--- config.mk ---
export PLATFORM = sky130hd
export DESIGN_NAME = rio_cpu_end_flat
export DESIGN_NICKNAME = d
export VERILOG_FILES = /design/src/design/rio_pkg.sv /design/src/design/rio_link_if.sv /design/src/design/rio_rank_pick.sv /design/src/design/rio_cpu_end.sv /design/src/flat_wrapper.sv
export SDC_FILE = /design/constraint.sdc
export NUM_CORES = 1
export LEC_CHECK = 0
export BUFFER_PORTS_ARGS = -buffer_cell sky130_fd_sc_hd__buf_2
export CAP_MARGIN = 20
export CORE_MARGIN = 1
export CORE_UTILIZATION = 45
export DETAILED_ROUTE_END_ITERATION = 10
export HOLD_SLACK_MARGIN = 0.02
export PLACE_DENSITY_LB_ADDON = 0.2
export SETUP_SLACK_MARGIN = 0.4
export SLEW_MARGIN = 10
export SYNTH_ARGS = -nofsm -noshare
export SYNTH_HDL_FRONTEND = slang
export SYNTH_SLANG_ARGS = --single-unit
--- constraint.sdc ---
create_clock -name clk_sys_i -period 2.9 [get_ports clk_sys_i]
set_input_delay 0.87 -clock clk_sys_i [delete_from_list [all_inputs] [get_ports clk_sys_i]]
set_output_delay 0.87 -clock clk_sys_i [all_outputs]
set_load 0.005 [all_outputs]
--- src/design/rio_pkg.sv ---
// Constants shared by both ends of the ranked interrupt and I/O strobe link
// Summary of operation
// - Up to 25 channels, lowest number wins.
// - Five standard channels with fixed device roles.
// - Serviced channel word gated into instruction register.
// - Each channel supplies its own changeable word.
// - Service word leaves location counter; program resumes.
// - Service fetch cycle lasts one microsecond.
// - Immediate first execute after a service fetch stretched to two microseconds.
// - Repeating channel keeps lower channels waiting.
// - Subroutine service locks lower channels until return.
// - Higher channel preempts; nested services tracked.
// - Freeze blocks service; unfreeze releases it.
// - Requests during freeze held, served after unfreeze.
// - Peripheral operation first execute held four microseconds.
// - Strobe 1.5 microseconds wide during first execute.
// - Peripheral splits address into device and command.
// - Raised event adds skip cycle, else none.
// - Serviced channel presents full 30-bit word.
package rio_pkg;

    // ------------------------------------------------------------
    // Widths
    // ------------------------------------------------------------
    localparam int unsigned CHAN_N   = 25;
    localparam int unsigned CHAN_W   = 5;
    localparam int unsigned WORD_W   = 30;
    localparam int unsigned ADDR_W   = 15;
    localparam int unsigned DEVSEL_W = 6;
    localparam int unsigned CMD_W    = 9;
    localparam int unsigned CNT_W    = 8;

    // ------------------------------------------------------------
    // Field positions of the peripheral operation address
    // ------------------------------------------------------------
    localparam int unsigned CMD_LSB    = 0;
    localparam int unsigned DEVSEL_LSB = 9;

    // ------------------------------------------------------------
    // Standard channel assignment
    // ------------------------------------------------------------
    localparam logic [4:0] CH_PEN_PULSE = 5'h00;
    localparam logic [4:0] CH_TYPER     = 5'h01;
    localparam logic [4:0] CH_COMMS     = 5'h02;
    localparam logic [4:0] CH_FRAME_CLK = 5'h03;
    localparam logic [4:0] CH_VECTOR    = 5'h04;

    // ------------------------------------------------------------
    // Timing, in ns, and the derived cycle counts at 40 MHz
    // ------------------------------------------------------------
    localparam int unsigned CLK_NS      = 25;
    localparam int unsigned FETCH_NS    = 1000;
    localparam int unsigned IMM_NS      = 1000;
    localparam int unsigned IMM_SVC_NS  = 2000;
    localparam int unsigned STROBE_NS   = 1500;
    localparam int unsigned PIO_EXEC_NS = 4000;
    localparam int unsigned SKIP_NS     = 2000;

    localparam logic [7:0] FETCH_CYC    = 8'((FETCH_NS + CLK_NS - 1) / CLK_NS);
    localparam logic [7:0] IMM_CYC      = 8'((IMM_NS + CLK_NS - 1) / CLK_NS);
    localparam logic [7:0] IMM_SVC_CYC  = 8'((IMM_SVC_NS + CLK_NS - 1) / CLK_NS);
    localparam logic [7:0] STROBE_CYC   = 8'((STROBE_NS + CLK_NS - 1) / CLK_NS);
    localparam logic [7:0] PIO_EXEC_CYC = 8'((PIO_EXEC_NS + CLK_NS - 1) / CLK_NS);
    localparam logic [7:0] SKIP_CYC     = 8'((SKIP_NS + CLK_NS - 1) / CLK_NS);

    // ------------------------------------------------------------
    // Reset values
    // ------------------------------------------------------------
    localparam logic        FROZEN_RST = 1'b0;
    localparam logic [24:0] INSVC_RST  = 25'h000_0000;

    // ------------------------------------------------------------
    // Sequencer states
    // ------------------------------------------------------------
    typedef enum logic [4:0] {
        RIO_IDLE   = 5'b00001,
        RIO_SFETCH = 5'b00010,
        RIO_IMM    = 5'b00100,
        RIO_PIO    = 5'b01000,
        RIO_SKIP   = 5'b10000
    } rio_state_t;

endpackage

--- src/design/rio_link_if.sv ---
// Link between the processor sequencer and the peripheral interfaces
`timescale 1ns/10ps
`default_nettype none
interface rio_link_if;
    logic [24:0] svc_req;
    logic        svc_gate;
    logic [4:0]  svc_chan;
    logic [29:0] external_instruction_source;
    logic        pio_strobe;
    logic [14:0] xfer_bus;
    logic        pio_event;

    modport dev (
        input  svc_req,
        output svc_gate,
        output svc_chan,
        input  external_instruction_source,
        output pio_strobe,
        output xfer_bus,
        input  pio_event
    );

    modport per (
        output svc_req,
        input  svc_gate,
        input  svc_chan,
        output external_instruction_source,
        input  pio_strobe,
        input  xfer_bus,
        output pio_event
    );
endinterface
`default_nettype wire

--- src/design/rio_rank_pick.sv ---
// Lowest-numbered-first picker over the channel vector
`timescale 1ns/10ps
`default_nettype none
module rio_rank_pick (
    // Candidates
    input  wire logic [24:0] req_i,
    // Result
    output logic             hit_o,
    output logic [4:0]       idx_o,
    output logic [24:0]      first_o,
    output logic [24:0]      incl_o
);
    logic [25:0] seen;

    assign seen[0] = 1'b0;

    genvar c;
    generate
        for (c = 0; c < 25; c++)
        begin : g_rank
            assign seen[c+1]  = seen[c] | req_i[c];
            assign first_o[c] = req_i[c] & ~seen[c];
            assign incl_o[c]  = seen[c+1];
        end
    endgenerate

    assign hit_o = seen[25];

    always_comb
    begin
        idx_o = 5'h00;
        for (int i = 0; i < 25; i++)
        begin
            if (first_o[i])
            begin
                idx_o = 5'(i);
            end
        end
    end
endmodule // rio_rank_pick
`default_nettype wire

--- src/design/rio_cpu_end.sv ---
// Processor end: ranked service fetch, nesting, freeze and peripheral strobe timing
`timescale 1ns/10ps
`default_nettype none
module rio_cpu_end (
    // Clock and reset
    input  wire logic        clk_sys_i,
    input  wire logic        sys_rst_i,
    // Link to the peripheral interfaces
    rio_link_if.dev          link,
    // Instruction sequencing from the core
    input  wire logic        boundary_i,
    input  wire logic        imm_exec_i,
    input  wire logic        pio_start_i,
    input  wire logic [14:0] pio_addr_i,
    input  wire logic        jsr_done_i,
    input  wire logic        ret_done_i,
    input  wire logic        freeze_i,
    input  wire logic        unfreeze_i,
    // Answers to the core
    output logic             mem_fetch_o,
    output logic             instr_valid_o,
    output logic [29:0]      instruction_holding_reg_o,
    output logic             from_service_o,
    output logic             exec_done_o,
    output logic             lc_skip_o,
    output logic             frozen_o,
    output logic [24:0]      in_service_o
);

    // ------------------------------------------------------------
    // Declarations
    // ------------------------------------------------------------
    rio_pkg::rio_state_t state;
    rio_pkg::rio_state_t next_state;
    logic [7:0]  cnt;
    logic [7:0]  next_cnt;
    logic [7:0]  imm_limit;
    logic [4:0]  svc_chan;
    logic [14:0] pio_addr;
    logic        ev_seen;
    logic        frozen;
    logic        from_service;
    logic [24:0] in_service;
    logic        next_frozen;
    logic        next_from_service;
    logic [24:0] next_in_service;

    logic [24:0] eligible;
    logic [24:0] allowed;
    logic        grant_hit;
    logic [4:0]  grant_idx;
    logic        ins_hit;
    logic [24:0] ins_first;
    logic [24:0] ins_incl;

    logic        st_idle;
    logic        st_sfetch;
    logic        st_imm;
    logic        st_pio;
    logic        st_skip;
    logic        cnt_end;
    logic        take_svc;
    logic        take_mem;
    logic        sfetch_end;
    logic        imm_end;
    logic        pio_end;
    logic        skip_end;
    logic        svc_jsr;

    // ------------------------------------------------------------
    // Channel selection
    // ------------------------------------------------------------
    assign allowed  = ~ins_incl;
    assign eligible = link.svc_req & allowed & {25{~frozen}};

    rio_rank_pick u_grant (
        .req_i   (eligible),
        .hit_o   (grant_hit),
        .idx_o   (grant_idx),
        .first_o (),
        .incl_o  ()
    );

    rio_rank_pick u_nest (
        .req_i   (in_service),
        .hit_o   (ins_hit),
        .idx_o   (),
        .first_o (ins_first),
        .incl_o  (ins_incl)
    );

    // ------------------------------------------------------------
    // Decodes
    // ------------------------------------------------------------
    assign st_idle    = (state == rio_pkg::RIO_IDLE);
    assign st_sfetch  = (state == rio_pkg::RIO_SFETCH);
    assign st_imm     = (state == rio_pkg::RIO_IMM);
    assign st_pio     = (state == rio_pkg::RIO_PIO);
    assign st_skip    = (state == rio_pkg::RIO_SKIP);

    assign imm_limit  = from_service ? rio_pkg::IMM_SVC_CYC : rio_pkg::IMM_CYC;
    assign take_svc   = st_idle & boundary_i & grant_hit;
    assign take_mem   = st_idle & boundary_i & ~grant_hit;
    assign sfetch_end = st_sfetch & (cnt == rio_pkg::FETCH_CYC - 8'h01);
    assign imm_end    = st_imm & (cnt == imm_limit - 8'h01);
    assign pio_end    = st_pio & (cnt == rio_pkg::PIO_EXEC_CYC - 8'h01);
    assign skip_end   = st_skip & (cnt == rio_pkg::SKIP_CYC - 8'h01);
    assign cnt_end    = sfetch_end | imm_end | pio_end | skip_end;
    assign svc_jsr    = jsr_done_i & from_service;

    // ------------------------------------------------------------
    // Link outputs
    // ------------------------------------------------------------
    assign link.svc_gate   = st_sfetch;
    assign link.svc_chan   = svc_chan;
    assign link.pio_strobe = st_pio & (cnt < rio_pkg::STROBE_CYC);
    assign link.xfer_bus   = pio_addr;

    // ------------------------------------------------------------
    // Next state
    // ------------------------------------------------------------
    always_comb
    begin
        next_state = state;
        next_cnt   = cnt + 8'h01;
        unique case (state)
            rio_pkg::RIO_IDLE:
            begin
                next_cnt = 8'h00;
                if (take_svc)
                begin
                    next_state = rio_pkg::RIO_SFETCH;
                end
                else if (imm_exec_i)
                begin
                    next_state = rio_pkg::RIO_IMM;
                end
                else if (pio_start_i)
                begin
                    next_state = rio_pkg::RIO_PIO;
                end
            end
            rio_pkg::RIO_SFETCH, rio_pkg::RIO_IMM, rio_pkg::RIO_SKIP:
            begin
                if (cnt_end)
                begin
                    next_state = rio_pkg::RIO_IDLE;
                    next_cnt   = 8'h00;
                end
            end
            rio_pkg::RIO_PIO:
            begin
                if (pio_end)
                begin
                    next_state = (ev_seen | link.pio_event) ? rio_pkg::RIO_SKIP
                                                            : rio_pkg::RIO_IDLE;
                    next_cnt   = 8'h00;
                end
            end
            default:
            begin
                next_state = rio_pkg::RIO_IDLE;
                next_cnt   = 8'h00;
            end
        endcase
    end

    // ------------------------------------------------------------
    // Sequencer registers
    // ------------------------------------------------------------
    always_ff @(posedge clk_sys_i)
    begin
        if (sys_rst_i)
        begin
            state <= rio_pkg::RIO_IDLE;
            cnt   <= 8'h00;
        end
        else
        begin
            state <= next_state;
            cnt   <= next_cnt;
        end
    end

    always_ff @(posedge clk_sys_i)
    begin
        if (sys_rst_i)
        begin
            svc_chan <= 5'h00;
            pio_addr <= 15'h0000;
            ev_seen  <= 1'b0;
        end
        else
        begin
            if (take_svc)
            begin
                svc_chan <= grant_idx;
            end
            if (st_idle & ~take_svc & ~imm_exec_i & pio_start_i)
            begin
                pio_addr <= pio_addr_i;
                ev_seen  <= 1'b0;
            end
            else if (st_pio & link.pio_event)
            begin
                ev_seen <= 1'b1;
            end
        end
    end

    // ------------------------------------------------------------
    // Service bookkeeping
    // ------------------------------------------------------------
    assign next_frozen       = freeze_i | (frozen & ~unfreeze_i);
    // The service word runs instead of a memory word, so the core holds its counter
    assign next_from_service = sfetch_end | (from_service & ~take_mem);
    // Return closes the innermost service, which is always the lowest set bit
    assign next_in_service   = svc_jsr ? (in_service | (25'h000_0001 << svc_chan))
                             : (ret_done_i & ins_hit) ? (in_service & ~ins_first)
                             : in_service;

    always_ff @(posedge clk_sys_i)
    begin
        if (sys_rst_i)
        begin
            frozen       <= rio_pkg::FROZEN_RST;
            from_service <= 1'b0;
            in_service   <= rio_pkg::INSVC_RST;
        end
        else
        begin
            frozen       <= next_frozen;
            from_service <= next_from_service;
            in_service   <= next_in_service;
        end
    end

    // ------------------------------------------------------------
    // Answers to the core
    // ------------------------------------------------------------
    always_ff @(posedge clk_sys_i)
    begin
        if (sys_rst_i)
        begin
            mem_fetch_o               <= 1'b0;
            instr_valid_o             <= 1'b0;
            instruction_holding_reg_o <= 30'h0000_0000;
            exec_done_o               <= 1'b0;
            lc_skip_o                 <= 1'b0;
        end
        else
        begin
            mem_fetch_o   <= take_mem;
            instr_valid_o <= sfetch_end;
            exec_done_o   <= imm_end | skip_end | (pio_end & ~(ev_seen | link.pio_event));
            lc_skip_o     <= skip_end;
            if (sfetch_end)
            begin
                instruction_holding_reg_o <= link.external_instruction_source;
            end
        end
    end

    assign from_service_o = from_service;
    assign frozen_o       = frozen;
    assign in_service_o   = in_service;

endmodule // rio_cpu_end
`default_nettype wire

--- src/flat_wrapper.sv ---
// flat-port wrapper written by rule: the top's interface ports become plain ports
module rio_cpu_end_flat 
  (clk_sys_i, sys_rst_i, boundary_i, imm_exec_i, pio_start_i, pio_addr_i, jsr_done_i, ret_done_i, freeze_i, unfreeze_i, mem_fetch_o, instr_valid_o, instruction_holding_reg_o, from_service_o, exec_done_o, lc_skip_o, frozen_o, in_service_o, link_svc_req, link_svc_gate, link_svc_chan, link_external_instruction_source, link_pio_strobe, link_xfer_bus, link_pio_event);
  rio_link_if link_i ();
  input  wire logic clk_sys_i;
  input  wire logic sys_rst_i;
  input  wire logic boundary_i;
  input  wire logic imm_exec_i;
  input  wire logic pio_start_i;
  input  wire logic [14:0] pio_addr_i;
  input  wire logic jsr_done_i;
  input  wire logic ret_done_i;
  input  wire logic freeze_i;
  input  wire logic unfreeze_i;
  output logic mem_fetch_o;
  output logic instr_valid_o;
  output logic [29:0] instruction_holding_reg_o;
  output logic from_service_o;
  output logic exec_done_o;
  output logic lc_skip_o;
  output logic frozen_o;
  output logic [24:0] in_service_o;
  input wire logic [$bits(link_i.svc_req)-1:0] link_svc_req;
  output wire logic [$bits(link_i.svc_gate)-1:0] link_svc_gate;
  output wire logic [$bits(link_i.svc_chan)-1:0] link_svc_chan;
  input wire logic [$bits(link_i.external_instruction_source)-1:0] link_external_instruction_source;
  output wire logic [$bits(link_i.pio_strobe)-1:0] link_pio_strobe;
  output wire logic [$bits(link_i.xfer_bus)-1:0] link_xfer_bus;
  input wire logic [$bits(link_i.pio_event)-1:0] link_pio_event;
  assign link_i.svc_req = link_svc_req;
  assign link_svc_gate = link_i.svc_gate;
  assign link_svc_chan = link_i.svc_chan;
  assign link_i.external_instruction_source = link_external_instruction_source;
  assign link_pio_strobe = link_i.pio_strobe;
  assign link_xfer_bus = link_i.xfer_bus;
  assign link_i.pio_event = link_pio_event;
  rio_cpu_end u_core (.clk_sys_i(clk_sys_i), .sys_rst_i(sys_rst_i), .link(link_i), .boundary_i(boundary_i), .imm_exec_i(imm_exec_i), .pio_start_i(pio_start_i), .pio_addr_i(pio_addr_i), .jsr_done_i(jsr_done_i), .ret_done_i(ret_done_i), .freeze_i(freeze_i), .unfreeze_i(unfreeze_i), .mem_fetch_o(mem_fetch_o), .instr_valid_o(instr_valid_o), .instruction_holding_reg_o(instruction_holding_reg_o), .from_service_o(from_service_o), .exec_done_o(exec_done_o), .lc_skip_o(lc_skip_o), .frozen_o(frozen_o), .in_service_o(in_service_o));
endmodule
==> impl_metrics.csv, run 1 <==
group,metric,value,unit
status,status,"finished, final reports clean",
global_route,overflow,0,
die,dieWidth,104,µm
die,die-area,10800,µm²
pwr,power_frac_seq,53.9,%
clock_tree,cts_tree,"yes",
clock_tree,cts.clk_slew.worst_paths,0.09,ns
pwr,swShare,27.8,%
synth,avgSynthCellArea,8.79,µm²
pwr,comb_power_share,16.0,%
global_route,grt_pass1_vias,4602,
critical_path,rr_endpoint,"u_core.state[3]",
routing,wl_met3,1040,µm
placement,gp_congestion,0.959,
sta,relSlewSlack,35.6,%
synth,netlist-cell-type-count,68,
clock_tree,cts_buffer_depth,2,
sta,maxSlewViolCount,0,
sta,finalCriticalPeriod,2.74,ns
synth,synth_edf_count,0,
routing,drtAntennaViolNets,0,
synth,synth-seq-cells,95,
clock_tree,root_buffer,"clkbuf_8",
synth,yosys_warnings,0,
job,maxCapViolCount,0,
clock_tree,cts.sinks,95,
pwr,irDropWorstVdd,0.229,mV
die,start_util,47.3,%
die,core.rowCount,36,
sta,final.period_utilization,94.3,%
synth,syn-cell-area,4680,µm²
pwr,power.clock.fraction,30.1,%
global_route,antenna_found_initial,0,
clock_tree,h-tree-depth,3,
hold_path,hold_start,"u_core.cnt[0]",
synth,synth.most_common_cell,"dfxtp_1",
hold_path,hold_depth,1,
routing,wl,13500,µm
routing,top_layer,"met4",
pwr,power,2.55,mW
sta,finClkSkew,0.0134,ns
cells_and_area,final_net_count,804,
pwr,intPower,1.84,mW
sta,setup_violations,0,
synth,async_reset_ff_share,0,%
routing,drc_errors,0,
cells_and_area,num-fill-cells,865,
routing,wl_met2,6420,µm
cells_and_area,diodes,0,
routing,dr.pass1.iters,4,
placement,io_buffers,162,
placement,placedCellCount,832,
synth,synth_top_area_share,40.6,%
critical_path,endpoint_kind,"flip-flop",
pwr,powerDensity,408,nW/µm²
synth,syn-num-nets,614,
synth,syn_inst,533,
critical_path,start_kind,"input port",
sta,fmax,366,MHz
hold_path,hold_class,"flip-flop to flip-flop",
synth,synth_commonest_cells,"95 x dfxtp_1, 74 x nor2_1, 45 x mux2i_1, 34 x a21oi_1, 29 x nor3_1",
cells_and_area,stdcell_count,861,
global_route,grt_pass1_wl,21900,µm
cells_and_area,syn_to_final_growth,33.3,%
critical_path,cp_max_fo,17,
clock_tree,cts_made_buffers,9,
critical_path,cp.required,3.18,ns
die,ios,163,
global_route,grt.total_usage,25.0,%
placement,place_hpwl,10100,µm
sta,worst_pin_slew,0.953,ns
sta,hold_ws,0.443,ns
sta,grt_setup_unrepaired,"true",
critical_path,reg2reg_depth,8,
cells_and_area,final_layout_size_suffix_gt1_share,39.7,%
critical_path,critical_path_class,"input port to flip-flop",
die,die_height,104,µm
synth,ys_seq_area_share,40.6,%
routing,initialDrtViolationCount,210,
clock_tree,cts_hold_buf,0,
synth,yosysTopAreaCell,"dfxtp_1",
synth,synth-main-ff-cell,"dfxtp_1",
clock_tree,clk_latency,0.36,ns
routing,wl_met1,5820,µm
hold_path,min_to,"u_core.cnt[0]",
die,coreArea,9910,µm²
synth,synthTopCellsByArea,"dfxtp_1 41%, mux2i_1 9.6%, nor2_1 5.9%, a21oi_1 3.6%, nor3_1 3.1%",
critical_path,worstPathArrival,3.02,ns
pwr,p_sw,0.708,mW
routing,via_count,4711,
sta,finalHoldViolCount,0,
critical_path,regToRegStartpoint,"u_core.in_service_o[13]",
routing,avgViaCountPerCell,5.47,
global_route,grt_max_degree,53,
routing,wl_per_cell,15.7,µm
critical_path,regToRegSetupSlack,0.18,ns
pwr,leakagePower,3.00,nW
-- layout make-up --
class	instances	area, µm²	share of cell area, %
flip-flops and latches	95	1910	30.6
well taps	133	166	2.67
repair buffers	207	1180	18.9
inverters	16	60.1	0.962
clock inverters	5	33.8	0.541
clock buffers	11	131	2.10
multi-input cells	394	2760	44.2
-- per-layer routing --
metal  vias to the layer above  GRT usage, %
met4                         0          9.49
li1                       2291             -
met2                       199          42.0
met5                         -             0
met3                        19          5.14
met1                      2202          31.5
-- power by group through the flow --
stage | registers [mW] | clock network [mW] | logic, mW
floorplan | 1.39 | 0 | 0.214
CTS | 1.37 | 0.791 | 0.371
global route | 1.38 | 0.848 | 0.440
finish | 1.37 | 0.766 | 0.408
detailed placement | 1.40 | 0 | 0.357
global placement | 1.40 | 0 | 0.350
-- how the worst max path moves through the flow --
| stage | endpoint | startpoint | cells past startpoint | slack (ns) |
|---|---|---|---|---|
| floorplan | u_core.link.xfer_bus[0] | link_svc_req[5] | 10 | -0.02 |
| global placement | u_core.link.xfer_bus[13] | link_svc_req[15] | 9 | -0.12 |
| detailed placement | u_core.link.xfer_bus[9] | link_svc_req[15] | 9 | -0.20 |
| CTS | u_core.state[3] | u_core.in_service_o[13] | 8 | 0.17 |
| global route | u_core.link.svc_chan[0] | u_core.in_service_o[13] | 7 | 0.10 |
| finish | u_core.link.xfer_bus[9] | link_svc_req[9] | 9 | 0.16 |
-- cells by family (layout without fill, tap and decap cells) --
| logic type | after synthesis | in the layout | share of synthesized area [%] |
|---|---|---|---|
| simple gates | 232 | 232 | 27.8 |
| xor+xnor | 6 | 6 | 1.12 |
| mux | 45 | 45 | 9.62 |
| fa+ha+maj | 1 | 1 | 0.267 |
| buf+inv | 44 | 239 | 4.67 |
| flops | 95 | 95 | 40.6 |
| compound gates | 110 | 110 | 15.9 |
-- placed cells by master (no fill, tap or decap), types with 4 or more instances in the layout --
| cell | instances |
|---|---|
| a211o_1 | 4 |
| a211oi_1 | 8 |
| a211oi_2 | 4 |
| a21oi_1 | 34 |
| a31oi_1 | 11 |
| and3_1 | 6 |
| buf_2 | 162 |
| buf_4 | 39 |
| buf_6 | 5 |
| clkbuf_8 | 9 |
| dfxtp_1 | 90 |
| dfxtp_2 | 4 |
| inv_1 | 16 |
| mux2i_1 | 45 |
| nand2_1 | 13 |
| nand2b_1 | 18 |
| nand3_1 | 9 |
| nor2_1 | 72 |
| nor2b_1 | 13 |
| nor3_1 | 27 |
| nor4_1 | 9 |
| o21ai_0 | 9 |
| o21ai_1 | 4 |
| or2_2 | 6 |
| or2b_2 | 14 |
| or3_1 | 5 |
| or4_4 | 4 |
| xor2_1 | 4 |
-- flip-flops by register name, indices dropped and copies added (netlist names), 5 cells and up --
name / flops
u_core.instruction_holding_reg_o: 30
u_core.in_service_o: 25
u_core.link.xfer_bus: 15
u_core.cnt: 8
u_core.link.svc_chan: 5
u_core.state: 5
-- timing repair --
action                                  CTS  global route
gates cloned                              0             0
pin swaps                                19            10
endpoints found under the setup margin   40            43
resized for setup                        23            19
buffers inserted                          8             5
-- through the flow --
stage / utilization, % / setup TNS [ns] / cell area, µm² / setup WS [ns]
floorplan: - / -0.182 / 4720 / -0.0202
global placement: 58.5 / -1.88 / 5790 / -0.121
detailed placement: 58.5 / -2.63 / 5790 / -0.198
CTS: 61.6 / 0 / 6110 / 0.167
global route: 63.0 / 0 / 6240 / 0.101
finish: 63.0 / 0 / 6240 / 0.164
-- worst max-delay path, stage by stage --
cell and delay (ns):
buf_2 0.11, nor2b_1 0.12, o21bai_1 0.20, a31oi_1 0.14
or3b_1 0.45, o31a_1 0.34, nor4b_4 0.35, buf_12 0.21
mux2i_1 0.21
Note: power is estimated with default switching activity, not from simulation.
==> run 2, diff against run 1 <==
Settings changed: RECOVER_POWER set to 100.
==> run 2 against run 1 <==
  * The flow now finishes with violations (capacitance limit, slew limit)
  * Cell count is the same
  * Register-to-register slack worse by 0.02 ns
  * Clock skew about the same
  * Highest routed layer unchanged
  * Largest cell class unchanged
  * Total power about the same
==> impl_metrics.csv, run 2 (synthesized netlist as in run 1, its figures left out) <==
group,metric,value,unit
critical_path,regToRegSetupSlack,0.16,ns
sta,grt_setup_unrepaired,"true",
critical_path,critical_path_class,"flip-flop to flip-flop",
clock_tree,cts.sinks,95,
cells_and_area,diodes,0,
hold_path,hold_class,"flip-flop to flip-flop",
clock_tree,cts_tree,"yes",
sta,final.period_utilization,94.4,%
cells_and_area,final_cell_area,6150,µm²
critical_path,crit_end,"u_core.state[4]",
clock_tree,cts_buffer_depth,2,
routing,wl_per_cell,15.7,µm
critical_path,reg2reg_depth,10,
global_route,overflow,0,
cells_and_area,syn_to_final_growth,31.3,%
global_route,grt.total_usage,25.0,%
die,coreArea,9910,µm²
job,maxCapViolCount,1,
sta,fmax,365,MHz
routing,initialDrtViolationCount,174,
die,die_height,104,µm
die,start_util,47.3,%
critical_path,cp.required,3.09,ns
critical_path,crit_path_start,"u_core.in_service_o[0]",
clock_tree,cts_hold_buf,0,
placement,io_buffers,162,
die,die-area,10800,µm²
routing,avgViaCountPerCell,5.47,
status,violations,"capacitance limit, slew limit",
cells_and_area,final_layout_size_suffix_gt1_share,33.4,%
sta,worst_pin_slew,1.66,ns
sta,finClkSkew,0.0136,ns
global_route,grt_pass1_wl,21900,µm
placement,place_hpwl,10100,µm
critical_path,cp_max_fo,8,
cells_and_area,regMostFlops,"u_core.instruction_holding_reg_o",
placement,place_area,5790,µm²
pwr,powerDensity,414,nW/µm²
sta,finalHoldViolCount,0,
pwr,irDropWorstVdd,0.232,mV
die,ios,163,
sta,setup_violations,0,
cells_and_area,final_net_count,804,
critical_path,endpoint_kind,"flip-flop",
clock_tree,h-tree-depth,3,
clock_tree,cts.clk_slew.worst_paths,0.09,ns
routing,wl,13500,µm
status,status,"finished with violations",
routing,dr.pass1.iters,4,
placement,gp_congestion,0.959,
global_route,grt_max_degree,53,
critical_path,rr_endpoint,"u_core.state[4]",
clock_tree,cts_made_buffers,9,
critical_path,regToRegStartpoint,"u_core.in_service_o[0]",
cells_and_area,final_cell_mix,"130 x buf_2, 93 x dfxtp_1, 72 x nor2_1, 45 x mux2i_1, 38 x clkbuf_1",
routing,via_count,4707,
critical_path,worstPathArrival,2.92,ns
sta,relSlewSlack,-10.8,%
critical_path,start_kind,"flip-flop",
global_route,grt_pass1_vias,4602,
pwr,leakagePower,2.83,nW
routing,drtAntennaViolNets,0,
cells_and_area,post-route-util,62.0,%
cells_and_area,final_common_cell,"buf_2",
global_route,antenna_found_initial,0,
sta,maxSlewViolCount,35,
clock_tree,clk_latency,0.36,ns
die,dieWidth,104,µm
cells_and_area,largest_register_ffs,30,
routing,drc_errors,0,
die,core.rowCount,36,
sta,finalCriticalPeriod,2.74,ns
clock_tree,root_buffer,"clkbuf_8",
run 2: cell type report:
class,count,area (µm²)
sequential,95,1900
multi-input combinational,394,2740
timing repair buffer,207,1120
clock inverter,5,33.8
clock buffer,11,131
fill,896,3760
tap,133,166
inverter,16,60.1
run 2: what timing repair did:
item                                    4_1_cts  5_1_grt
gates resized for setup                      23       19
pin swaps                                    19       10
buffers inserted                              8        5
endpoints found under the setup margin       40       43
cloned                                        0        0
run 2: layer usage:
metal / part of all wire [%] / vias to the layer above / track usage, %
li1: - / 2290 / -
met4: 1.8 / 0 / 9.49
met2: 47 / 211 / 42.0
met3: 7.4 / 23 / 5.14
met1: 44 / 2183 / 31.5
met5: 0 / - / 0
run 2: power breakdown:
| group | internal [mW] | switching (mW) |
|---|---|---|
| Clock | 0.313 | 0.455 |
| Combinational | 0.192 | 0.212 |
| Sequential | 1.33 | 0.0431 |
run 2: critical path, stage by stage, from the launching register on:
cell	delay, ns
dfxtp_1	0.34
clkbuf_1	0.22
nor3_1	0.43
nand4_1	0.32
or2_0	0.37
o31ai_4	0.23
buf_6	0.14
nor4_1	0.05
buf_4	0.17
o21ai_0	0.19
o41ai_2	0.10
run 2: through the flow:
stage | setup slack (ns) | hold slack [ns] | instances | setup TNS, ns | total power, mW
detailed placement | -0.198 | 0.433 | 832 | -2.63 | 1.75
floorplan | -0.0202 | 0.413 | 533 | -0.182 | 1.60
global route | 0.0537 | 0.456 | 861 | 0 | 2.66
CTS | 0.167 | 0.444 | 856 | 0 | 2.53
finish | 0.164 | 0.443 | 861 | 0 | 2.55
global placement | -0.121 | 0.426 | 832 | -1.88 | 1.75
run 2: how the worst min path moves through the flow:
stage / start / to / slack, ns / cells past startpoint
detailed placement: u_core.cnt[0] / u_core.cnt[0] / 0.43 / 1
finish: u_core.cnt[0] / u_core.cnt[0] / 0.44 / 1
CTS: u_core.cnt[0] / u_core.cnt[0] / 0.44 / 1
global route: u_core.cnt[0] / u_core.cnt[0] / 0.46 / 1
global placement: u_core.cnt[0] / u_core.cnt[0] / 0.43 / 1
floorplan: u_core.cnt[0] / u_core.cnt[0] / 0.41 / 1
